<file path="config.mk">
export PLATFORM = sky130hd
export DESIGN_NAME = bbx_exec
export DESIGN_NICKNAME = d
export VERILOG_FILES = /design/src/bbx_pkg.sv /design/src/bbx_dmem.sv /design/src/bbx_exec.sv
export SDC_FILE = /design/constraint.sdc
export NUM_CORES = 2
export LEC_CHECK = 0
export BUFFER_PORTS_ARGS = -buffer_cell sky130_fd_sc_hd__buf_2
export CAP_MARGIN = 30
export CORE_UTILIZATION = 30
export CTS_BUF_LIST = sky130_fd_sc_hd__clkbuf_16
export DETAILED_ROUTE_END_ITERATION = 6
export SYNTH_ARGS = -nofsm -noshare
export SYNTH_HDL_FRONTEND = slang
export SYNTH_HIERARCHICAL = 1
export SYNTH_SLANG_ARGS = --single-unit
</file>
<file path="constraint.sdc">
create_clock -name clock -period 31.9 [get_ports clock]
set_input_delay 7.975 -clock clock [delete_from_list [all_inputs] [get_ports clock]]
set_output_delay 7.975 -clock clock [all_outputs]
set_load 0.01 [all_outputs]
</file>
<file path="src/bbx_pkg.sv">
package bbx_pkg;

	// ==========================================================
	// Register map (byte addresses on the APB)
	localparam logic [15:0] REG_CTRL   = 16'h0000;
	localparam logic [15:0] REG_INSTR  = 16'h0004;
	localparam logic [15:0] REG_ACC    = 16'h0008;
	localparam logic [15:0] REG_PSW    = 16'h000C;
	localparam logic [15:0] REG_PC     = 16'h0010;
	localparam logic [15:0] REG_STATUS = 16'h0014;
	localparam logic [15:0] MEM_BASE   = 16'h1000;

	// ==========================================================
	// Field positions
	localparam int CTRL_GO       = 0;
	localparam int STAT_BUSY     = 4;
	localparam int STAT_BAD      = 5;
	localparam int PSW_N         = 7;
	localparam int PSW_V         = 6;
	localparam int PSW_G         = 5;
	localparam int PSW_Z         = 1;
	localparam int PSW_C         = 0;

	// ==========================================================
	// Values after reset
	localparam logic [7:0]  RST_ACC = 8'h00;
	localparam logic [7:0]  RST_PSW = 8'h00;
	localparam logic [15:0] RST_PC  = 16'h0000;

	// ==========================================================
	// Opcodes
	localparam logic [7:0] OPC_CARRY_AND  = 8'h8B;
	localparam logic [7:0] OPC_CARRY_XOR  = 8'hAB;
	localparam logic [7:0] OPC_CARRY_LOAD = 8'hCB;
	localparam logic [7:0] OPC_CARRY_OR   = 8'h6B;
	localparam logic [7:0] OPC_BIT_INVERT = 8'h4B;
	localparam logic [7:0] OPC_CARRY_STORE= 8'hEB;
	localparam logic [7:0] OPC_TEST_DP    = 8'h0C;
	localparam logic [7:0] OPC_TEST_ABS   = 8'h1C;
	localparam logic [7:0] OPC_TEST_CLEAR = 8'h5C;
	localparam logic [7:0] OPC_TEST_SET   = 8'h3C;
	localparam logic [7:0] OPC_ACC_CLEAR  = 8'h2B;
	localparam logic [7:0] OPC_ACC_SET    = 8'h0B;
	localparam logic [7:0] OPC_CARRY_CLR  = 8'h20;
	localparam logic [7:0] OPC_CARRY_SET  = 8'hA0;
	localparam logic [7:0] OPC_GFLAG_CLR  = 8'h40;
	localparam logic [7:0] OPC_GFLAG_SET  = 8'hC0;
	localparam logic [7:0] OPC_OVF_CLR    = 8'h80;
	localparam logic [7:0] OPC_BR_C0      = 8'h50;
	localparam logic [7:0] OPC_BR_C1      = 8'hD0;
	localparam logic [7:0] OPC_BR_Z1      = 8'hF0;
	localparam logic [7:0] OPC_BR_Z0      = 8'h70;
	localparam logic [7:0] OPC_BR_N1      = 8'h90;
	localparam logic [7:0] OPC_BR_N0      = 8'h10;
	localparam logic [7:0] OPC_BR_ALWAYS  = 8'h2F;
	localparam logic [3:0] FAM_MEM_BIT    = 4'h1;
	localparam logic [3:0] FAM_BR_ACC     = 4'h2;
	localparam logic [3:0] FAM_BR_DP      = 4'h3;

	// ==========================================================
	// Cycle counts (not-taken count for branches)
	localparam logic [3:0] CYC_CARRY_AND  = 4'h4;
	localparam logic [3:0] CYC_CARRY_XOR  = 4'h5;
	localparam logic [3:0] CYC_CARRY_LOAD = 4'h4;
	localparam logic [3:0] CYC_CARRY_OR   = 4'h5;
	localparam logic [3:0] CYC_BIT_INVERT = 4'h5;
	localparam logic [3:0] CYC_CARRY_STORE= 4'h6;
	localparam logic [3:0] CYC_TEST_DP    = 4'h4;
	localparam logic [3:0] CYC_TEST_ABS   = 4'h5;
	localparam logic [3:0] CYC_TEST_RMW   = 4'h6;
	localparam logic [3:0] CYC_MEM_BIT    = 4'h4;
	localparam logic [3:0] CYC_SHORT      = 4'h2;
	localparam logic [3:0] CYC_BR_ACC     = 4'h4;
	localparam logic [3:0] CYC_BR_DP      = 4'h5;
	localparam logic [3:0] CYC_BR_ALWAYS  = 4'h4;
	localparam logic [3:0] CYC_TAKEN_ADD  = 4'h2;
	localparam logic [1:0] BYT_ONE        = 2'h1;
	localparam logic [1:0] BYT_TWO        = 2'h2;
	localparam logic [1:0] BYT_THREE      = 2'h3;

	// ==========================================================
	// Types
	typedef enum logic [4:0] {
		K_NONE, K_AND, K_XOR, K_LOAD, K_OR, K_INVERT, K_STORE, K_TEST,
		K_MSET, K_MCLR, K_ASET, K_ACLR, K_FLAG, K_TCLR, K_TSET,
		K_BFLAG, K_BBIT, K_BUNCOND
	} bbx_kind_type;

	typedef enum logic [1:0] {
		PH_IDLE, PH_READ, PH_EVAL, PH_WAIT
	} bbx_phase_type;

	typedef struct packed {
		bbx_kind_type kind;
		logic [1:0]   nbytes;
		logic [3:0]   cyc;
		logic         mem;
		logic [15:0]  addr;
		logic [2:0]   bitn;
		logic         neg;
		logic [7:0]   rel;
	} bbx_dec_type;

endpackage

</file>
<file path="src/bbx_dmem.sv">
// Data memory with registered read data; contents survive reset
module bbx_dmem
	import bbx_pkg::*;
#(
	parameter int AW = 9
) (
	input  wire logic          clock,
	input  wire logic          rstn,
	input  wire logic          we,
	input  wire logic [AW-1:0] addr,
	input  wire logic [7:0]    wdata,
	output logic      [7:0]    rdata
);

	typedef struct packed {
		logic [(1<<AW)-1:0][7:0] cells;
		logic [7:0]              rdata;
	} bbx_mem_state_type;

	bbx_mem_state_type mem_reg;
	bbx_mem_state_type mem_next;

	// ==========================================================
	// Next state: write port and read register
	always_comb begin
		mem_next = mem_reg;
		mem_next.rdata = mem_reg.cells[addr];
		if (we) begin
			mem_next.cells[addr] = wdata;
		end
		if (!rstn) begin
			mem_next.rdata = 8'h00;
		end
	end

	always_ff @(posedge clock) begin
		mem_reg <= mem_next;
	end

	assign rdata = mem_reg.rdata;

endmodule

</file>
<file path="src/bbx_exec.sv">
// Contract
// - 8B: carry AND memory bit or its complement; 3 bytes, 4 cycles
// - Bit test: Z from A AND M, N from M7, V from M6; 0C/1C
// - Families x1/y1 set or clear a direct-page bit; 2 bytes, 4 cycles
// - 2B clears, 0B sets an accumulator bit; 2 bytes, 2 cycles
// - 20 clears carry, A0 sets carry; 2 cycles
// - 40 clears G, C0 sets G; 2 cycles
// - 80 clears overflow in 2 cycles
// - AB: carry XOR memory bit or its complement; 3 bytes, 5 cycles
// - CB: carry loads memory bit or its complement; 3 bytes, 4 cycles
// - 4B inverts the addressed memory bit; 3 bytes, 5 cycles
// - 6B: carry OR memory bit or its complement; 3 bytes, 5 cycles
// - EB writes carry into the addressed memory bit; 3 bytes, 6 cycles
// - 5C: N,Z from A minus M, then clear A's bits in memory
// - 3C: N,Z from A minus M, then set A's bits in memory
// - Branch when bit clear: y2 accumulator 4/6, y3 direct page 5/7
// - Branch when bit set: x2 accumulator 4/6, x3 direct page 5/7
// - 50 branches on carry 0, D0 on carry 1; 2/4 cycles
// - F0 branches on zero 1, 70 on zero 0; 2/4 cycles
// - 90 branches on negative 1, 10 on negative 0; 2/4 cycles
// - 2F always branches; 2 bytes, 4 cycles
module bbx_exec
	import bbx_pkg::*;
#(
	parameter int DM_AW = 9,
	parameter int PA_W  = 16
) (
	input  wire logic            clock,
	input  wire logic            rstn,
	input  wire logic            psel,
	input  wire logic            penable,
	input  wire logic            pwrite,
	input  wire logic [PA_W-1:0] paddr,
	input  wire logic [31:0]     pwdata,
	output logic      [31:0]     prdata,
	output logic                 pready,
	output logic                 pslverr
);

	typedef struct packed {
		bbx_phase_type    phase;
		logic [3:0]       cnt;
		logic [7:0]       opc;
		logic [7:0]       op1;
		logic [7:0]       op2;
		logic [7:0]       acc;
		logic [7:0]       psw;
		logic [15:0]      pc;
		bbx_kind_type     kind;
		logic [1:0]       nbytes;
		logic [DM_AW-1:0] maddr;
		logic [2:0]       mbit;
		logic             neg;
		logic [7:0]       rel;
		logic             bad_op;
		logic [3:0]       run_cnt;
		logic             apb_pend;
		logic [31:0]      prdata;
		logic             pready;
		logic             pslverr;
	} bbx_state_type;

	bbx_state_type    st_reg;
	bbx_state_type    st_next;
	logic             mem_we;
	logic [DM_AW-1:0] mem_addr;
	logic [7:0]       mem_wdata;
	logic [7:0]       mem_rdata;

	// ==========================================================
	// Decoder: kind, length, cycle count and operand address
	function automatic bbx_dec_type decode(input logic [7:0] opc, input logic [7:0] op1,
		input logic [7:0] op2, input logic gsel);
		bbx_dec_type d;
		d        = '0;
		d.kind   = K_NONE;
		d.nbytes = BYT_TWO;
		d.addr   = {7'h00, gsel, op1};
		d.bitn   = opc[7:5];
		d.rel    = op1;
		case (opc)
			OPC_CARRY_AND:   begin d.kind = K_AND;    d.cyc = CYC_CARRY_AND;   end
			OPC_CARRY_XOR:   begin d.kind = K_XOR;    d.cyc = CYC_CARRY_XOR;   end
			OPC_CARRY_LOAD:  begin d.kind = K_LOAD;   d.cyc = CYC_CARRY_LOAD;  end
			OPC_CARRY_OR:    begin d.kind = K_OR;     d.cyc = CYC_CARRY_OR;    end
			OPC_BIT_INVERT:  begin d.kind = K_INVERT; d.cyc = CYC_BIT_INVERT;  end
			OPC_CARRY_STORE: begin d.kind = K_STORE;  d.cyc = CYC_CARRY_STORE; end
			OPC_TEST_DP: begin
				d.kind = K_TEST;
				d.cyc  = CYC_TEST_DP;
				d.mem  = 1'b1;
			end
			OPC_TEST_ABS, OPC_TEST_CLEAR, OPC_TEST_SET: begin
				d.kind   = (opc == OPC_TEST_ABS) ? K_TEST : ((opc == OPC_TEST_CLEAR) ? K_TCLR : K_TSET);
				d.cyc    = (opc == OPC_TEST_ABS) ? CYC_TEST_ABS : CYC_TEST_RMW;
				d.nbytes = BYT_THREE;
				d.mem    = 1'b1;
				d.addr   = {op2, op1};
			end
			OPC_ACC_CLEAR, OPC_ACC_SET: begin
				d.kind = (opc == OPC_ACC_CLEAR) ? K_ACLR : K_ASET;
				d.cyc  = CYC_SHORT;
				d.bitn = op1[2:0];
			end
			OPC_CARRY_CLR, OPC_CARRY_SET, OPC_GFLAG_CLR, OPC_GFLAG_SET, OPC_OVF_CLR: begin
				d.kind   = K_FLAG;
				d.cyc    = CYC_SHORT;
				d.nbytes = BYT_ONE;
			end
			OPC_BR_C0, OPC_BR_C1, OPC_BR_Z1, OPC_BR_Z0, OPC_BR_N1, OPC_BR_N0: begin
				d.kind = K_BFLAG;
				d.cyc  = CYC_SHORT;
			end
			OPC_BR_ALWAYS: begin
				d.kind = K_BUNCOND;
				d.cyc  = CYC_BR_ALWAYS;
			end
			default: begin
				case (opc[3:0])
					FAM_MEM_BIT: begin
						d.kind = opc[4] ? K_MCLR : K_MSET;
						d.cyc  = CYC_MEM_BIT;
						d.mem  = 1'b1;
					end
					FAM_BR_ACC: begin
						d.kind = K_BBIT;
						d.cyc  = CYC_BR_ACC;
					end
					FAM_BR_DP: begin
						d.kind   = K_BBIT;
						d.cyc    = CYC_BR_DP;
						d.nbytes = BYT_THREE;
						d.mem    = 1'b1;
						d.rel    = op2;
					end
					default: begin
						d.kind = K_NONE;
					end
				endcase
			end
		endcase
		// Absolute bit operand: 12-bit address, negate flag, bit number on top
		case (d.kind)
			K_AND, K_XOR, K_LOAD, K_OR, K_INVERT, K_STORE: begin
				d.nbytes = BYT_THREE;
				d.mem    = 1'b1;
				d.addr   = {4'h0, op2[3:0], op1};
				d.bitn   = op2[7:5];
				d.neg    = op2[4];
			end
			default: begin
				d.neg = 1'b0;
			end
		endcase
		return d;
	endfunction

	// ==========================================================
	// Next state: APB slave, sequencing and execution
	always_comb begin
		bbx_dec_type      dec;
		logic             access;
		logic             mem_hit;
		logic [PA_W-1:0]  base;
		logic [15:0]      reg_addr;
		logic [7:0]       mask;
		logic [7:0]       diff;
		logic             opd;
		logic             taken;
		logic [15:0]      seq_pc;
		dec       = decode(st_reg.opc, st_reg.op1, st_reg.op2, st_reg.psw[PSW_G]);
		st_next   = st_reg;
		mem_we    = 1'b0;
		mem_addr  = st_reg.maddr;
		mem_wdata = 8'h00;
		access    = psel && penable && !st_reg.pready;
		base      = PA_W'(MEM_BASE);
		mem_hit   = (paddr >> (DM_AW + 2)) == (base >> (DM_AW + 2));
		reg_addr  = 16'(paddr);
		mask      = 8'h01 << st_reg.mbit;
		diff      = st_reg.acc - mem_rdata;
		opd       = mem_rdata[st_reg.mbit] ^ st_reg.neg;
		taken     = 1'b0;
		seq_pc    = st_reg.pc + {14'h0000, st_reg.nbytes};
		st_next.pready  = 1'b0;
		st_next.pslverr = 1'b0;

		// Sequencer: the counter sets the whole instruction length
		if (st_reg.phase != PH_IDLE) begin
			st_next.run_cnt = st_reg.run_cnt + 4'h1;
			st_next.cnt     = st_reg.cnt - 4'h1;
			st_next.phase   = (st_reg.phase == PH_READ) ? PH_EVAL : PH_WAIT;
			if (st_reg.cnt == 4'h0) begin
				st_next.phase = PH_IDLE;
			end
		end

		// Evaluation: memory data is valid in this cycle
		if (st_reg.phase == PH_EVAL) begin
			case (st_reg.kind)
				K_AND:  st_next.psw[PSW_C] = st_reg.psw[PSW_C] & opd;
				K_XOR:  st_next.psw[PSW_C] = st_reg.psw[PSW_C] ^ opd;
				K_LOAD: st_next.psw[PSW_C] = opd;
				K_OR:   st_next.psw[PSW_C] = st_reg.psw[PSW_C] | opd;
				K_INVERT: begin
					mem_we    = 1'b1;
					mem_wdata = mem_rdata ^ mask;
				end
				K_STORE: begin
					mem_we    = 1'b1;
					mem_wdata = st_reg.psw[PSW_C] ? (mem_rdata | mask) : (mem_rdata & ~mask);
				end
				K_TEST: begin
					st_next.psw[PSW_Z] = (st_reg.acc & mem_rdata) == 8'h00;
					st_next.psw[PSW_N] = mem_rdata[7];
					st_next.psw[PSW_V] = mem_rdata[6];
				end
				K_TCLR, K_TSET: begin
					st_next.psw[PSW_N] = diff[7];
					st_next.psw[PSW_Z] = diff == 8'h00;
					mem_we    = 1'b1;
					mem_wdata = (st_reg.kind == K_TCLR) ? (mem_rdata & ~st_reg.acc) : (mem_rdata | st_reg.acc);
				end
				K_MSET, K_MCLR: begin
					mem_we    = 1'b1;
					mem_wdata = (st_reg.kind == K_MSET) ? (mem_rdata | mask) : (mem_rdata & ~mask);
				end
				K_ASET: st_next.acc = st_reg.acc | mask;
				K_ACLR: st_next.acc = st_reg.acc & ~mask;
				K_FLAG: begin
					case (st_reg.opc)
						OPC_CARRY_CLR: st_next.psw[PSW_C] = 1'b0;
						OPC_CARRY_SET: st_next.psw[PSW_C] = 1'b1;
						OPC_GFLAG_CLR: st_next.psw[PSW_G] = 1'b0;
						OPC_GFLAG_SET: st_next.psw[PSW_G] = 1'b1;
						default:       st_next.psw[PSW_V] = 1'b0;
					endcase
				end
				K_BFLAG: begin
					case (st_reg.opc)
						OPC_BR_C0: taken = !st_reg.psw[PSW_C];
						OPC_BR_C1: taken = st_reg.psw[PSW_C];
						OPC_BR_Z1: taken = st_reg.psw[PSW_Z];
						OPC_BR_Z0: taken = !st_reg.psw[PSW_Z];
						OPC_BR_N1: taken = st_reg.psw[PSW_N];
						default:   taken = !st_reg.psw[PSW_N];
					endcase
				end
				K_BBIT: begin
					// Accumulator form reads A; direct-page form reads memory
					if (st_reg.nbytes == BYT_TWO) begin
						taken = st_reg.acc[st_reg.mbit] != st_reg.opc[4];
					end else begin
						taken = mem_rdata[st_reg.mbit] != st_reg.opc[4];
					end
				end
				K_BUNCOND: taken = 1'b1;
				default: taken = 1'b0;
			endcase
			st_next.pc = seq_pc;
			if (taken) begin
				st_next.pc  = seq_pc + {{8{st_reg.rel[7]}}, st_reg.rel};
				st_next.cnt = st_reg.cnt - 4'h1 + ((st_reg.kind == K_BUNCOND) ? 4'h0 : CYC_TAKEN_ADD);
			end
		end

		// APB slave: one wait state for registers, two for memory reads while no instruction runs
		if (access) begin
			if (mem_hit) begin
				if (st_reg.phase == PH_IDLE) begin
					mem_addr = paddr[DM_AW+1:2];
					if (pwrite) begin
						mem_we         = 1'b1;
						mem_wdata      = pwdata[7:0];
						st_next.pready = 1'b1;
					end else if (!st_reg.apb_pend) begin
						st_next.apb_pend = 1'b1;
					end else begin
						st_next.apb_pend = 1'b0;
						st_next.prdata   = {24'h000000, mem_rdata};
						st_next.pready   = 1'b1;
					end
				end
			end else begin
				st_next.pready = 1'b1;
				st_next.prdata = 32'h00000000;
				if (!pwrite) begin
					case (reg_addr)
						REG_CTRL:   st_next.prdata = 32'h00000000;
						REG_INSTR:  st_next.prdata = {8'h00, st_reg.op2, st_reg.op1, st_reg.opc};
						REG_ACC:    st_next.prdata = {24'h000000, st_reg.acc};
						REG_PSW:    st_next.prdata = {24'h000000, st_reg.psw};
						REG_PC:     st_next.prdata = {16'h0000, st_reg.pc};
						REG_STATUS: st_next.prdata = {26'h0000000, st_reg.bad_op,
							st_reg.phase != PH_IDLE, st_reg.run_cnt};
						default:    st_next.pslverr = 1'b1;
					endcase
				end else if (st_reg.phase != PH_IDLE) begin
					// Operands must not move under a running instruction
					st_next.pslverr = 1'b1;
				end else begin
					case (reg_addr)
						REG_CTRL: begin
							if (pwdata[CTRL_GO]) begin
								st_next.bad_op = dec.kind == K_NONE;
								if (dec.kind != K_NONE) begin
									st_next.phase   = dec.mem ? PH_READ : PH_EVAL;
									st_next.cnt     = dec.cyc - 4'h1;
									st_next.run_cnt = 4'h0;
									st_next.kind    = dec.kind;
									st_next.nbytes  = dec.nbytes;
									st_next.maddr   = dec.addr[DM_AW-1:0];
									st_next.mbit    = dec.bitn;
									st_next.neg     = dec.neg;
									st_next.rel     = dec.rel;
								end
							end
						end
						REG_INSTR: begin
							st_next.opc = pwdata[7:0];
							st_next.op1 = pwdata[15:8];
							st_next.op2 = pwdata[23:16];
						end
						REG_ACC:    st_next.acc = pwdata[7:0];
						REG_PSW:    st_next.psw = pwdata[7:0];
						REG_PC:     st_next.pc  = pwdata[15:0];
						REG_STATUS: st_next.pslverr = 1'b0;
						default:    st_next.pslverr = 1'b1;
					endcase
				end
			end
		end

		// Synchronous reset
		if (!rstn) begin
			st_next          = '0;
			st_next.phase    = PH_IDLE;
			st_next.kind     = K_NONE;
			st_next.acc      = RST_ACC;
			st_next.psw      = RST_PSW;
			st_next.pc       = RST_PC;
			mem_we           = 1'b0;
		end
	end

	always_ff @(posedge clock) begin
		st_reg <= st_next;
	end

	// ==========================================================
	// Data memory and outputs
	bbx_dmem #(
		.AW (DM_AW)
	) u_dmem (
		.clock (clock),
		.rstn  (rstn),
		.we    (mem_we),
		.addr  (mem_addr),
		.wdata (mem_wdata),
		.rdata (mem_rdata)
	);

	assign prdata  = st_reg.prdata;
	assign pready  = st_reg.pready;
	assign pslverr = st_reg.pslverr;

endmodule

</file>
==> impl_metrics.toml <==
[hold_path]
hp-class = "reg -> reg"
min_from = "st_reg[57]"
worstHoldPathCells = 2

[synth]
syn_area_per_cell_um2 = 18.9
synth_edf_count = 4096
yosysMostFrequentCell = "edfxtp_1"
ys_ff_latch = 4226
async_reset_ff_share_pct = 0
ys.warnings.count = 6
synth.largest_area_cell = "edfxtp_1"
netlist-cell-type-count = 89
netlist_instances = 8901
yosysTopAreaCellShare_pct = 73.2
synth_ff_type = "edfxtp_1"
syn-cell-area_mm2 = 0.168
synth_common_cells = "edfxtp_1, mux4_2, nor2_1"
yosysSeqAreaShare_pct = 74.7
ys_top_cells_by_area = "edfxtp_1, mux4_2, mux2i_1"

[worst_setup_path]
cp.required_ns = 32.75
crit_path_end = "u_dmem/rdata[3]"
crit_type = "in -> reg"
r2r_cells = 14
crit_fanout = 82
r2r-end = "u_dmem/rdata[3]"
rrSetupSlack_ns = 24.55
reg2reg_from = "st_reg[128]"
arrival_ns = 15.35
crit_start = "paddr[11]"
cp-end-kind = "flop"
start_kind = "primary input"

[floorplan]
rows = 274
core-area_mm2 = 0.557
die_h_um = 750
initial_core_util_pct = 30.1
ios = 87
die_w_um = 750
dieArea_mm2 = 0.563

[clock_tree]
clkTransAtPathRegs_ns = 0.06
worst_skew_pair.late_latency_ns = 1.04
numCtsBuffers = 400
clockBufferDepth = 4
htreeDepth = 5
post_cts_resized = 0
cts_tree = "done"
cts_root_buf = "clkbuf_16"
cts.sinks = 4226
ctsHoldBuffers = 0
post_cts_buffers = 0

[layout]
area_growth_pct = 13.3
largest_reg_flops = 4096
drive_gt1_share_pct = 19.9
fillers = 52348
final_nets = 9094

[run]
cap_violations = 0

[detailed_routing]
post_drt_wl_per_cell_um = 27.6
firstDrtPassIters = 7
drt-total-wl_um = 463000
drtIter0Drc = 11293
ant_nets = 0
via_per_inst = 5.28
num_vias = 88620
post-route-drc-count = 1

[global_routing]
grt_max_degree = 201
grt_usage_pct = 15.9
grt_antenna_before_repair = 24
overflow = 0
grt_pass1_vias = 86034
grt_pass1_wl_um = 656000

[place]
io_buffers = 70
place_congestion = 0.832
hpwl_um = 281000

[sta]
min_period_over_period_pct = 45.4
rsz0062_at_grt = "false"
period_needed_ns = 14.49
setup-tns-final_ns = 0
maxSlewViolCount = 0
tightest_slew_ns = 1.36
fin_skew_ns = 0.138
setup_viol = 0
holdWs_ns = 0.455
clock.fmax_mhz = 69.0
hold_viol = 0
slew_headroom_pct = 9.50

[pwr]
pwr-share-seq_pct = 55.5
switchingPower_uw = 2140
peakVddDrop_mv = 0.0474
swShare_pct = 19.8
leakage_uw = 0.0648
powerDensity_mw_per_mm2 = 56.8
power_frac_clock_pct = 44.2
combPwrFrac_pct = 0.3
internal_power_uw = 8660

[outcome]
status = "complete, but fails checks"
failed_checks = "DRC"
==> worst min path at each step <==
stage | to | slack [ns]
finish | st_reg[57] | 0.46
global route | st_reg[59] | 0.48
CTS | st_reg[57] | 0.45
detailed placement | st_reg[57] | 0.45
global placement | st_reg[59] | 0.44
floorplan | st_reg[52] | 0.43
==> area by class of cell <==
| type | count | area, um2 | area share [%] |
|---|---|---|---|
| repair buffers | 287 | 2320 | 1.22 |
| clock inverters | 334 | 2920 | 1.54 |
| clock buffers | 404 | 10100 | 5.31 |
| multi-input cells | 4032 | 39800 | 20.9 |
| well taps | 7452 | 9320 | 4.90 |
| flip-flops and latches | 4226 | 126000 | 66.0 |
| diodes | 8 | 20.0 | 0.0105 |
| inverters | 52 | 203 | 0.107 |
==> through the flow <==
step	utilization, %	total power [uW]	instance area [um2]	cells	worst slack, ns
after detailed placement	31.8	6150	177000	16040	16.35
after global routing	34.1	11100	190000	16789	17.04
after CTS	34.1	10900	190000	16778	17.40
after global placement	31.7	6150	177000	16031	16.39
final	34.1	10800	190000	16795	17.41
after floorplan	-	6140	168000	8908	6.40
==> placed cells by master (no fill, tap or decap), types with 19 or more instances in the layout <==
cell / count
a211oi_1: 50
a21oi_1: 191
a22oi_1: 145
a31oi_1: 43
a32oi_1: 25
and3_1: 33
buf_2: 74
buf_4: 187
bufinv_16: 43
clkbuf_16: 404
clkinv_1: 85
clkinv_2: 80
dfxtp_1: 130
edfxtp_1: 4096
ha_1: 39
inv_1: 137
mux2_2: 47
mux2i_1: 414
mux4_2: 875
nand2_1: 338
nand3_1: 159
nand4_1: 93
nor2_1: 725
nor2b_1: 26
nor3_1: 46
nor4_1: 22
o211ai_1: 39
o21ai_0: 191
o22ai_1: 105
or3_1: 25
xnor2_1: 26
xor2_1: 19
==> cell families (layout without fill, tap and decap cells) <==
kind of cell	after synthesis	after routing	synth area share, %
AND/OR/NAND/NOR	1611	1611	4.34
adder cells (fa/ha/maj)	43	43	0.332
flip-flops	4226	4226	74.7
other	1	16	0.00223
multiplexers	1349	1349	14.7
buffers and inverters	650	1077	1.82
AO/OA/AOI/OAI	976	976	3.85
XOR/XNOR	45	45	0.235
==> per-layer routing <==
metal	up-vias	wire (um)	GRT usage (%)	part of all wire [%]
li1	36523	-	-	-
met4	0	14300	4.71	3.1
met2	4142	214000	24.9	46
met1	47306	195000	22.8	42
met3	649	39900	2.67	8.6
met5	-	0	0	0
==> worst max-delay path, cell delays in order <==
cell	delay (ns)
buf_2	0.11
nor4_1	0.47
and2_1	0.37
nand3_1	0.11
buf_4	0.24
mux2_8	0.62
buf_12	0.54
buf_4	0.68
buf_4	0.80
mux4_2	0.70
nand4_1	0.13
nand4_1	0.17
or3_1	0.49
or3_1	0.59
or4_1	0.56
o41a_1	0.38
==> power groups by stage <==
stage          Combinational, uW  Clock, uW  Sequential [uW]
2_1_floorplan               21.5          0             6110
3_3_place_gp                36.0          0             6120
3_5_place_dp                36.3          0             6120
4_1_cts                     36.4       4850             6000
5_1_grt                     39.7       5050             5990
6_report                    37.5       4770             6000
Note: power is estimated with default switching activity, not from simulation.
